`src/common/can_tx_pkg.sv`:
```
// package: register map, field layout and types of the transmit abort block
// assumes a 32-bit apb slave, one aligned word per register
package can_tx_pkg;
    localparam int           num_buf        = 3;
    localparam logic [11:0]  off_abort_req  = 12'h008;
    localparam logic [11:0]  off_abort_ack  = 12'h00c;
    localparam logic [11:0]  off_buf_sel    = 12'h010;
    localparam logic [11:0]  off_tx_empty   = 12'h014;
    localparam logic [11:0]  off_tx_ie      = 12'h018;
    localparam logic [11:0]  off_init_ctl   = 12'h01c;
    localparam logic [11:0]  off_win_base   = 12'h040;
    localparam logic [11:0]  off_win_end    = 12'h07f;
    localparam logic [2:0]   rst_abort_req  = 3'h0;
    localparam logic [2:0]   rst_abort_ack  = 3'h0;
    localparam logic [2:0]   rst_buf_sel    = 3'h0;
    localparam logic [2:0]   rst_tx_empty   = 3'h7;
    localparam logic [2:0]   rst_tx_ie      = 3'h0;
    localparam int           init_req_bit   = 0;
    localparam int           init_ack_bit   = 1;
    localparam int           win_words      = 16;

    // engine handshake for one buffer at a time
    typedef struct packed {
        logic       start;
        logic [1:0] idx;
    } tx_req_t;

    typedef struct packed {
        logic       done_ok;
        logic       done_fail;
    } tx_rsp_t;

    typedef struct packed {
        logic [31:0] prdata;
        logic        pready;
        logic        pslverr;
    } apb_rsp_t;
endpackage

```
`src/core/tx_window_mem.sv`:
```
// small buffer store behind the transmit register window
// assumes one access per cycle; read data registered
`timescale 1ns/1ps
module tx_window_mem #(
    parameter int bufs  = 3,
    parameter int words = 16
) (
    // clock
    input  wire logic                             clk,
    // access
    input  wire logic                             we,
    input  wire logic [$clog2(bufs*words)-1:0]    addr,
    input  wire logic [31:0]                      wdata,
    output logic      [31:0]                      rdata
);
    logic [31:0] mem [bufs*words];

    always_ff @(posedge clk) begin
        if (we) begin
            mem[addr] <= wdata;
        end
        rdata <= mem[addr];
    end
endmodule

```
`src/core/lowest_one.sv`:
```
// lowest set bit of a vector, one-hot or zero
// assumes pure combinational use
`timescale 1ns/1ps
module lowest_one #(
    parameter int w = 3
) (
    // vector
    input  wire logic [w-1:0] vin,
    output logic      [w-1:0] vout
);
    logic [w-1:0] below;

    generate
        for (genvar i = 0; i < w; i++) begin : g_bit
            if (i == 0) begin : g_first
                assign below[i] = 1'b0;
            end else begin : g_rest
                assign below[i] = below[i-1] | vin[i-1];
            end
            assign vout[i] = vin[i] & ~below[i];
        end
    endgenerate
endmodule

```
`src/core/can_tx_abort.sv`:
```
// transmit abort request/acknowledge and buffer selection with apb access
// assumes an external protocol engine drives tx_rsp for the buffer it started
//
// Our own choice: register access over APB.
`timescale 1ns/1ps
//Contract
//- software may request abort of any scheduled buffer, 1 means pending
//- grant abort only before start or after a failed attempt
//- abort sets empty flag and acknowledge; interrupt if enabled
//- software cannot clear request; cleared when empty flag sets
//- request register upper bits zero, reset zero, held in init
//- acknowledge reads 1 when last message aborted, read-only; a write in the cycle of an abort grant drops that acknowledge
//- acknowledge clears when software clears the empty flag
//- acknowledge held in reset while init mode active
//- lowest selected bit picks buffer mapped in window
//- select read-back shows only the lowest set bit
//- window access blocked while selected buffer is scheduled
//- window access refused when nothing selected
//- select held in init, writable only outside init
//- software clears empty flag to schedule; success sets it again
module can_tx_abort
    import can_tx_pkg::*;
#(
    parameter int bufs = num_buf
) (
    // apb
    input  wire logic        pclk,
    input  wire logic        presetn,
    input  wire logic        psel,
    input  wire logic        penable,
    input  wire logic        pwrite,
    input  wire logic [11:0] paddr,
    input  wire logic [31:0] pwdata,
    output logic      [31:0] prdata,
    output logic             pready,
    output logic             pslverr,
    // protocol engine
    output logic             tx_start,
    output logic      [1:0]  tx_idx,
    input  wire logic        tx_done_ok,
    input  wire logic        tx_done_fail,
    // interrupt
    output logic             tx_irq
);
    initial begin
        if (bufs != 3) begin
            $error("only three transmit buffers supported");
        end
    end

    typedef struct packed {
        logic [2:0] abort_req;
        logic [2:0] abort_ack;
        logic [2:0] buf_sel;
        logic [2:0] tx_empty;
        logic [2:0] tx_ie;
        logic [1:0] init;
        logic       busy;
        logic [1:0] cur;
        logic       win_rd;
        apb_rsp_t   rsp;
        tx_req_t    req;
        logic       irq;
    } state_t;

    state_t s_q;
    state_t s_d;

    logic [2:0]  sel_low;
    logic [2:0]  empty_set;
    logic [2:0]  empty_clr;
    logic [1:0]  sel_idx;
    logic        in_init;
    logic        no_init;
    logic        setup;
    logic        wr;
    logic        rd;
    logic        win_hit;
    logic        win_ok;
    logic [5:0]  mem_addr;
    logic [31:0] mem_rdata;
    logic [2:0]  pend;

    lowest_one #(.w(3)) u_low (
        .vin  (s_q.buf_sel),
        .vout (sel_low)
    );

    assign sel_idx = sel_low[0] ? 2'd0 : (sel_low[1] ? 2'd1 : 2'd2);
    assign in_init = s_q.init[init_req_bit] & s_q.init[init_ack_bit];
    assign no_init = ~s_q.init[init_req_bit] & ~s_q.init[init_ack_bit];
    assign setup   = psel & ~penable;
    assign wr      = setup & pwrite;
    assign rd      = setup & ~pwrite;
    assign win_hit = paddr >= off_win_base && paddr <= off_win_end;
    // window reachable only with a selected buffer that is not scheduled
    assign win_ok  = (|sel_low) & s_q.tx_empty[sel_idx];
    assign mem_addr = {sel_idx, paddr[5:2]};
    assign pend = s_q.abort_req & ~s_q.tx_empty;

    tx_window_mem #(.bufs(4), .words(win_words)) u_mem (
        .clk   (pclk),
        .we    (wr & win_hit & win_ok),
        .addr  (mem_addr),
        .wdata (pwdata),
        .rdata (mem_rdata)
    );

    always_comb begin
        s_d = s_q;
        empty_set = 3'h0;
        empty_clr = 3'h0;
        s_d.req.start = 1'b0;
        s_d.rsp.pready = 1'b0;
        s_d.rsp.pslverr = 1'b0;
        // engine outcome
        if (s_q.busy && tx_done_ok) begin
            empty_set[s_q.cur] = 1'b1;
            s_d.busy = 1'b0;
        end else if (s_q.busy && tx_done_fail) begin
            s_d.busy = 1'b0;
            if (s_q.abort_req[s_q.cur]) begin
                empty_set[s_q.cur] = 1'b1;
                s_d.abort_ack[s_q.cur] = 1'b1;
            end
        end
        // abort of buffers not in flight
        for (int i = 0; i < 3; i++) begin
            if (pend[i] && !(s_q.busy && s_q.cur == 2'(i))) begin
                empty_set[i] = 1'b1;
                s_d.abort_ack[i] = 1'b1;
            end
        end
        // start next scheduled buffer, lowest first
        if (!s_q.busy && !in_init) begin
            for (int i = 2; i >= 0; i--) begin
                if (!s_q.tx_empty[i] && !pend[i] && !empty_set[i]) begin
                    s_d.req.idx = 2'(i);
                end
            end
            if (|(~s_q.tx_empty & ~pend & ~empty_set)) begin
                s_d.req.start = 1'b1;
                s_d.busy = 1'b1;
                s_d.cur = s_d.req.idx;
            end
        end
        // register writes
        if (wr) begin
            s_d.rsp.pready = ~win_hit;
            unique case (paddr)
                off_abort_req: if (no_init) begin
                    s_d.abort_req = s_q.abort_req
                        | (pwdata[2:0] & ~s_q.tx_empty);
                end
                off_abort_ack: begin
                    // read-only: the write is taken, but drops any acknowledge granted in the same cycle
                    s_d.abort_ack = s_q.abort_ack;
                end
                off_buf_sel: if (no_init) begin
                    s_d.buf_sel = pwdata[2:0];
                end
                off_tx_empty: if (no_init) begin
                    empty_clr = pwdata[2:0];
                end
                off_tx_ie: if (no_init) begin
                    s_d.tx_ie = pwdata[2:0];
                end
                off_init_ctl: begin
                    s_d.init[init_req_bit] = pwdata[init_req_bit];
                end
                default: begin
                    s_d.rsp.pslverr = ~win_hit | ~win_ok;
                    s_d.rsp.pready = 1'b1;
                end
            endcase
        end
        if (rd) begin
            s_d.rsp.pready = ~(win_hit & win_ok);
            s_d.win_rd = win_hit & win_ok;
            unique case (paddr)
                off_abort_req: s_d.rsp.prdata = {29'h0, s_q.abort_req};
                off_abort_ack: s_d.rsp.prdata = {29'h0, s_q.abort_ack};
                off_buf_sel:   s_d.rsp.prdata = {29'h0, sel_low};
                off_tx_empty:  s_d.rsp.prdata = {29'h0, s_q.tx_empty};
                off_tx_ie:     s_d.rsp.prdata = {29'h0, s_q.tx_ie};
                off_init_ctl:  s_d.rsp.prdata = {30'h0, s_q.init};
                default: begin
                    s_d.rsp.prdata = 32'h0;
                    s_d.rsp.pslverr = ~win_hit | ~win_ok;
                end
            endcase
        end
        if (s_q.win_rd) begin
            s_d.win_rd = 1'b0;
            s_d.rsp.prdata = mem_rdata;
            s_d.rsp.pready = 1'b1;
        end
        // the running buffer cannot be rescheduled by software
        empty_clr = empty_clr & ~(s_q.busy ? (3'h1 << s_q.cur) : 3'h0);
        // set wins over a clear in the same cycle
        s_d.tx_empty = (s_q.tx_empty & ~empty_clr) | empty_set;
        s_d.abort_req = s_d.abort_req & ~empty_set;
        s_d.abort_ack = s_d.abort_ack & ~(empty_clr & ~empty_set);
        // init acknowledge follows request one cycle later
        s_d.init[init_ack_bit] = s_q.init[init_req_bit];
        if (in_init) begin
            s_d.abort_req = rst_abort_req;
            s_d.abort_ack = rst_abort_ack;
            s_d.buf_sel   = rst_buf_sel;
            s_d.tx_empty  = rst_tx_empty;
            s_d.tx_ie     = rst_tx_ie;
            s_d.busy      = 1'b0;
        end
        s_d.irq = |(s_d.tx_empty & s_d.tx_ie);
    end

    always_ff @(posedge pclk or negedge presetn) begin
        if (!presetn) begin
            s_q <= '{abort_req: rst_abort_req, abort_ack: rst_abort_ack,
                     buf_sel: rst_buf_sel, tx_empty: rst_tx_empty,
                     tx_ie: rst_tx_ie, init: 2'h0, busy: 1'b0,
                     cur: 2'h0, win_rd: 1'b0, rsp: '0, req: '0,
                     irq: 1'b0};
        end else begin
            s_q <= s_d;
        end
    end

    assign prdata   = s_q.rsp.prdata;
    assign pready   = s_q.rsp.pready;
    assign pslverr  = s_q.rsp.pslverr;
    assign tx_start = s_q.req.start;
    assign tx_idx   = s_q.req.idx;
    assign tx_irq   = s_q.irq;

    a_req_no_clear: assert property (@(posedge pclk) disable iff (!presetn)
        $fell(s_q.abort_req[0]) |-> s_q.tx_empty[0] || in_init ||
        $past(in_init)) else $error("abort request dropped");
    a_ack_sets_empty: assert property (@(posedge pclk) disable iff (!presetn)
        $rose(s_q.abort_ack[1]) |-> $rose(s_q.tx_empty[1]))
        else $error("ack without empty");
    a_ack_clears: assert property (@(posedge pclk) disable iff (!presetn)
        $fell(s_q.tx_empty[2]) |-> !s_q.abort_ack[2])
        else $error("ack kept on schedule");
    a_init_hold: assert property (@(posedge pclk) disable iff (!presetn)
        in_init |=> s_q.abort_req == 3'h0 && s_q.abort_ack == 3'h0 &&
        s_q.buf_sel == 3'h0) else $error("init not holding");
    a_sel_onehot: assert property (@(posedge pclk) disable iff (!presetn)
        $onehot0(sel_low) && (sel_low == (s_q.buf_sel & -s_q.buf_sel)))
        else $error("select read-back wrong");
    a_win_blocked: assert property (@(posedge pclk) disable iff (!presetn)
        rd && win_hit && !win_ok |=> pready && pslverr)
        else $error("window not refused");
    a_no_abort_busy: assert property (@(posedge pclk) disable iff (!presetn)
        s_q.busy && !tx_done_fail && !in_init |=>
        !$rose(s_q.abort_ack[s_q.cur])) else $error("abort mid frame");
    a_irq_level: assert property (@(posedge pclk) disable iff (!presetn)
        ##1 tx_irq == $past(|(s_d.tx_empty & s_d.tx_ie)))
        else $error("irq mismatch");
    a_req_sched_only: assert property (@(posedge pclk) disable iff (!presetn)
        $rose(s_q.abort_req[0]) |-> !$past(s_q.tx_empty[0]))
        else $error("abort request on empty buffer");
    a_req_off_empty: assert property (@(posedge pclk) disable iff (!presetn)
        (s_q.abort_req & s_q.tx_empty) == 3'h0)
        else $error("abort request kept on empty buffer");
    a_ack_needs_empty: assert property (@(posedge pclk) disable iff (!presetn)
        (s_q.abort_ack & ~s_q.tx_empty) == 3'h0)
        else $error("ack on scheduled buffer");
    a_start_pulse: assert property (@(posedge pclk) disable iff (!presetn)
        tx_start |=> !tx_start)
        else $error("start longer than one cycle");
    a_start_sched: assert property (@(posedge pclk) disable iff (!presetn)
        tx_start |-> !s_q.tx_empty[tx_idx])
        else $error("start of empty buffer");
    a_sel_init_lock: assert property (@(posedge pclk) disable iff (!presetn)
        wr && paddr == off_buf_sel && !no_init |=> $stable(s_q.buf_sel))
        else $error("select written in init");
    a_win_wr_blocked: assert property (@(posedge pclk) disable iff (!presetn)
        wr && win_hit && !win_ok |=> pready && pslverr)
        else $error("window write not refused");
    c_init_mode: cover property (@(posedge pclk) in_init);
    c_failed_abort: cover property (@(posedge pclk)
        s_q.busy && tx_done_fail && s_q.abort_req[s_q.cur]);
    c_abort_done: cover property (@(posedge pclk) $rose(s_q.abort_ack[0]));
    c_tx_ok: cover property (@(posedge pclk) s_q.busy && tx_done_ok);
    c_win_read: cover property (@(posedge pclk) s_q.win_rd);
endmodule

```
`config.mk`:
```
export PLATFORM = sky130hd
export DESIGN_NAME = can_tx_abort
export DESIGN_NICKNAME = d
export VERILOG_FILES = /design/src/common/can_tx_pkg.sv /design/src/core/tx_window_mem.sv /design/src/core/lowest_one.sv /design/src/core/can_tx_abort.sv
export SDC_FILE = /design/constraint.sdc
export NUM_CORES = 2
export LEC_CHECK = 0
export BUFFER_PORTS_ARGS = -buffer_cell sky130_fd_sc_hd__buf_2
export CORE_MARGIN = 2
export CORE_UTILIZATION = 25
export DETAILED_ROUTE_END_ITERATION = 7
export PLACE_DENSITY = 0.49
export SLEW_MARGIN = 25
export SYNTH_ARGS = -nofsm -noshare
export SYNTH_HDL_FRONTEND = slang
export SYNTH_SLANG_ARGS = --single-unit
```
`constraint.sdc`:
```
create_clock -name pclk -period 10.45 [get_ports pclk]
set_input_delay 0 -clock pclk [delete_from_list [all_inputs] [get_ports pclk]]
set_output_delay 0 -clock pclk [all_outputs]
set_load 0.1 [all_outputs]
```
==> flow_metrics.py <==
metrics = {
    "outcome": {
        "status": "finished, final reports clean",
    },
    "synth": {
        "yosysMostFrequentCell": "edfxtp_1",
        "ys_warn_count": 0,
        "synth_area_leaders": "edfxtp_1 74%, mux4_2 15%, dfrtp_1 2.3%, dfxtp_1 1.0%, o22ai_1 0.85%",
        "synth_seq_cells": 1627,
        "yosysTopAreaCell": "edfxtp_1",
        "synth_top_area_share_pct": 74.42,
        "syn_inst": 2810,
        "syn-cell-area_um2": 61980,
        "synthArstFlopShare_pct": 3.626,
        "synth_commonest_cells": "1536 x edfxtp_1, 416 x mux4_2, 96 x nand2_1, 84 x o22ai_1, 81 x nor2_1",
        "syn-mean-instance-area_um2": 22.06,
        "synth_edf_count": 1536,
        "synthFlopType": "edfxtp_1",
        "syn_nets": 2863,
        "ys_seq_area_share_pct": 77.84,
        "synth.distinct_cells": 64,
    },
    "global_routing": {
        "grt-ovfl-total": 0,
        "grt_pass1_wl_um": 242600,
        "antenna_found_initial": 15,
        "grtUsageTotal_pct": 13.48,
        "grt_max_degree": 123,
        "grt_pass1_vias": 30170,
    },
    "timing": {
        "hold_violations": 0,
        "post-route-period-util_pct": 40.59,
        "clock_skew_ns": 0.01682,
        "slew_headroom_pct": 24.15,
        "finalSetupViolCount": 0,
        "tns_ns": 0,
        "fmax_mhz": 235.8,
        "rsz0062_at_grt": "false",
        "period_needed_ns": 4.241,
        "slew_viol_final": 0,
        "worst_pin_slew_ns": 1.109,
    },
    "route": {
        "ant_nets": 0,
        "drt_first_iter_violations": 3005,
        "wl_um": 171700,
        "vias": 29640,
        "wl_per_cell_um": 26.45,
        "first_pass_iters": 7,
        "drcViolationCount": 0,
        "vias_per_cell": 4.565,
    },
    "critical_path": {
        "crit_required_ns": 10.92,
        "cpPeakStageDelay_ns": 0.75,
        "r2r-start": "s_q[50]",
        "cp.arrival_ns": 4.71,
        "start_kind": "register",
        "crit_path_cell_trace": "inv_1 > mux2i_1 > nor2_1 > nand4_1 > nor2_4 > buf_4",
        "cp_slowest_cell": "nor2_4",
        "critPathMaxFanout": 21,
        "crit_start": "s_q[50]",
        "endpoint_kind": "register",
        "path_class": "register to register",
    },
    "die": {
        "core_um2": 246200,
        "fp.dieH_um": 501.9,
        "fp.dieW_um": 501.9,
        "die-area_um2": 251900,
        "rows": 182,
        "initial_utilization_pct": 25.18,
        "io_pins": 89,
    },
    "cells_and_area": {
        "final_util_pct": 29.65,
        "area_growth_pct": 17.77,
        "drive_above_1_share_pct": 28.47,
        "layout.nets": 3084,
    },
    "power_and_ir_drop": {
        "power.leakage_nw": 22.45,
        "ir_drop_mv": 0.1724,
        "p_per_area_nw_per_um2": 187.6,
    },
    "clock_network": {
        "cts_buffers": 171,
        "cts_tree": "done",
        "clk_path_buf_depth": 3,
        "cts_root_buf": "clkbuf_16",
        "htreeDepth": 4,
        "clk_pin_slew_ns": 0.06,
        "insertion_delay_ns": 0.80,
        "cts.sinks": 1627,
        "cts_resized": 0,
    },
    "placed_design": {
        "place.gp.congestion": 0.7909,
        "place_hpwl_um": 99990,
        "port_buffers": 88,
    },
    "worst_hold_path": {
        "min-delay-start": "paddr[5]",
        "hold_path_class": "input port to register",
    },
    "flow_run": {
        "maxCapViolations": 0,
    },
}
==> critical path, delay by kind of cell (launching register included) <==
kind | cells | cell delay (ns)
buffers and inverters | 2 | 1.11
DFF | 1 | 0.39
muxes | 1 | 0.34
and+or+nand+nor | 3 | 2.04
==> stage by stage <==
step | hold WS (ns) | setup slack, ns | cells | cell area [µm²] | power (mW)
floorplan | -0.2956 | 6.879 | 2810 | 61980 | 7.666
global placement | -0.1254 | 5.968 | 6090 | 66550 | 7.976
detailed placement | -0.1225 | 5.965 | 6106 | 66920 | 7.979
CTS | 0.1388 | 6.182 | 6485 | 72900 | 13.86
global route | 0.1842 | 5.992 | 6489 | 72990 | 14.11
finish | 0.2045 | 6.209 | 6493 | 73000 | 13.69
==> logic make-up after synthesis <==
group	synth area share (%)
muxes	15.66
buffers and inverters	1.667
AOI/OAI and AO/OA	2.307
DFF	77.84
adders and majority gates	0.04037
and+or+nand+nor	2.487
==> metal layers <==
layer	GRT usage, %	vias to the layer above	routed length [µm]
met5	0	-	91
met2	22.35	839	83830
li1	-	12270	-
met4	3.489	14	3919
met3	2.455	216	8859
met1	18.17	16300	75020
==> registers in the layout, summed over array words and instances, names as in the netlist <==
signal	flops
pready	1
prdata	32
tx_start	1
u_mem.mem	1536
tx_idx	2
u_mem.rdata	32
s_d	1
s_q	20
tx_irq	1
pslverr	1
==> where the power goes <==
group          internal, mW  leakage, nW  total [mW]  switching [mW]
registers              7.15         14.9        7.19          0.0339
logic                 0.233         4.95       0.658           0.425
clock network          3.32         2.63        5.85            2.53
total                  10.7         22.4        13.7            2.98
==> area by class of cell <==
type | count | area [µm²]
Timing Repair Buffer | 237 | 2105
Fill cell | 23810 | 173200
Multi-Input combinational cell | 981 | 13080
Sequential cell | 1627 | 48250
Clock buffer | 236 | 4687
Clock inverter | 81 | 669.4
Tap cell | 3312 | 4144
Antenna cell | 6 | 15.01
Inverter | 13 | 48.80
==> timing repair <==
action,CTS,global route
hold buffers,62,0
setup buffers,0,0
endpoints found under the hold margin,1490,0
==> final timing paths <==
check / endpoint / slack, ns / cells past startpoint
hold / removal: u_mem.rdata[22] / 0.20 / 4
max in group asynchronous: prdata[19] / 9.25 / 4
hold reg to reg: prdata[29] / 0.45 / 2
setup reg to reg: u_mem.mem[5][18] / 6.21 / 6
min in group asynchronous: prdata[27] / 0.48 / 4
setup / recovery: u_mem.mem[5][18] / 6.21 / 6
==> cell usage in the layout (no fill, tap or decap), types with 7 or more instances in the layout <==
| cell | netlist | routed |
|---|---|---|
| edfxtp_1 | 1536 | 1536 |
| mux4_2 | 416 | 416 |
| clkbuf_16 | 0 | 174 |
| nand2_1 | 96 | 96 |
| o22ai_1 | 84 | 84 |
| buf_4 | 51 | 82 |
| buf_2 | 55 | 67 |
| dlygate4sd3_1 | 0 | 62 |
| dfrtp_1 | 56 | 54 |
| clkbuf_1 | 67 | 52 |
| nor2_4 | 0 | 48 |
| nor2_1 | 81 | 33 |
| dfxtp_1 | 32 | 32 |
| o21ai_0 | 31 | 31 |
| clkinv_1 | 0 | 29 |
| clkinv_2 | 0 | 29 |
| o21ai_1 | 22 | 22 |
| nor2b_1 | 22 | 21 |
| nor3_1 | 19 | 19 |
| a21oi_1 | 19 | 19 |
| or4_1 | 19 | 19 |
| mux2i_1 | 19 | 19 |
| buf_12 | 0 | 15 |
| inv_1 | 13 | 13 |
| mux2_2 | 12 | 12 |
| nand3_1 | 11 | 11 |
| nand4_1 | 10 | 10 |
| clkbuf_8 | 0 | 10 |
| nand2b_1 | 10 | 9 |
| or3_1 | 9 | 9 |
| a22o_1 | 8 | 8 |
| a211oi_1 | 7 | 7 |
| bufinv_16 | 0 | 7 |
No activity file was read; power rests on OpenSTA's default activity.
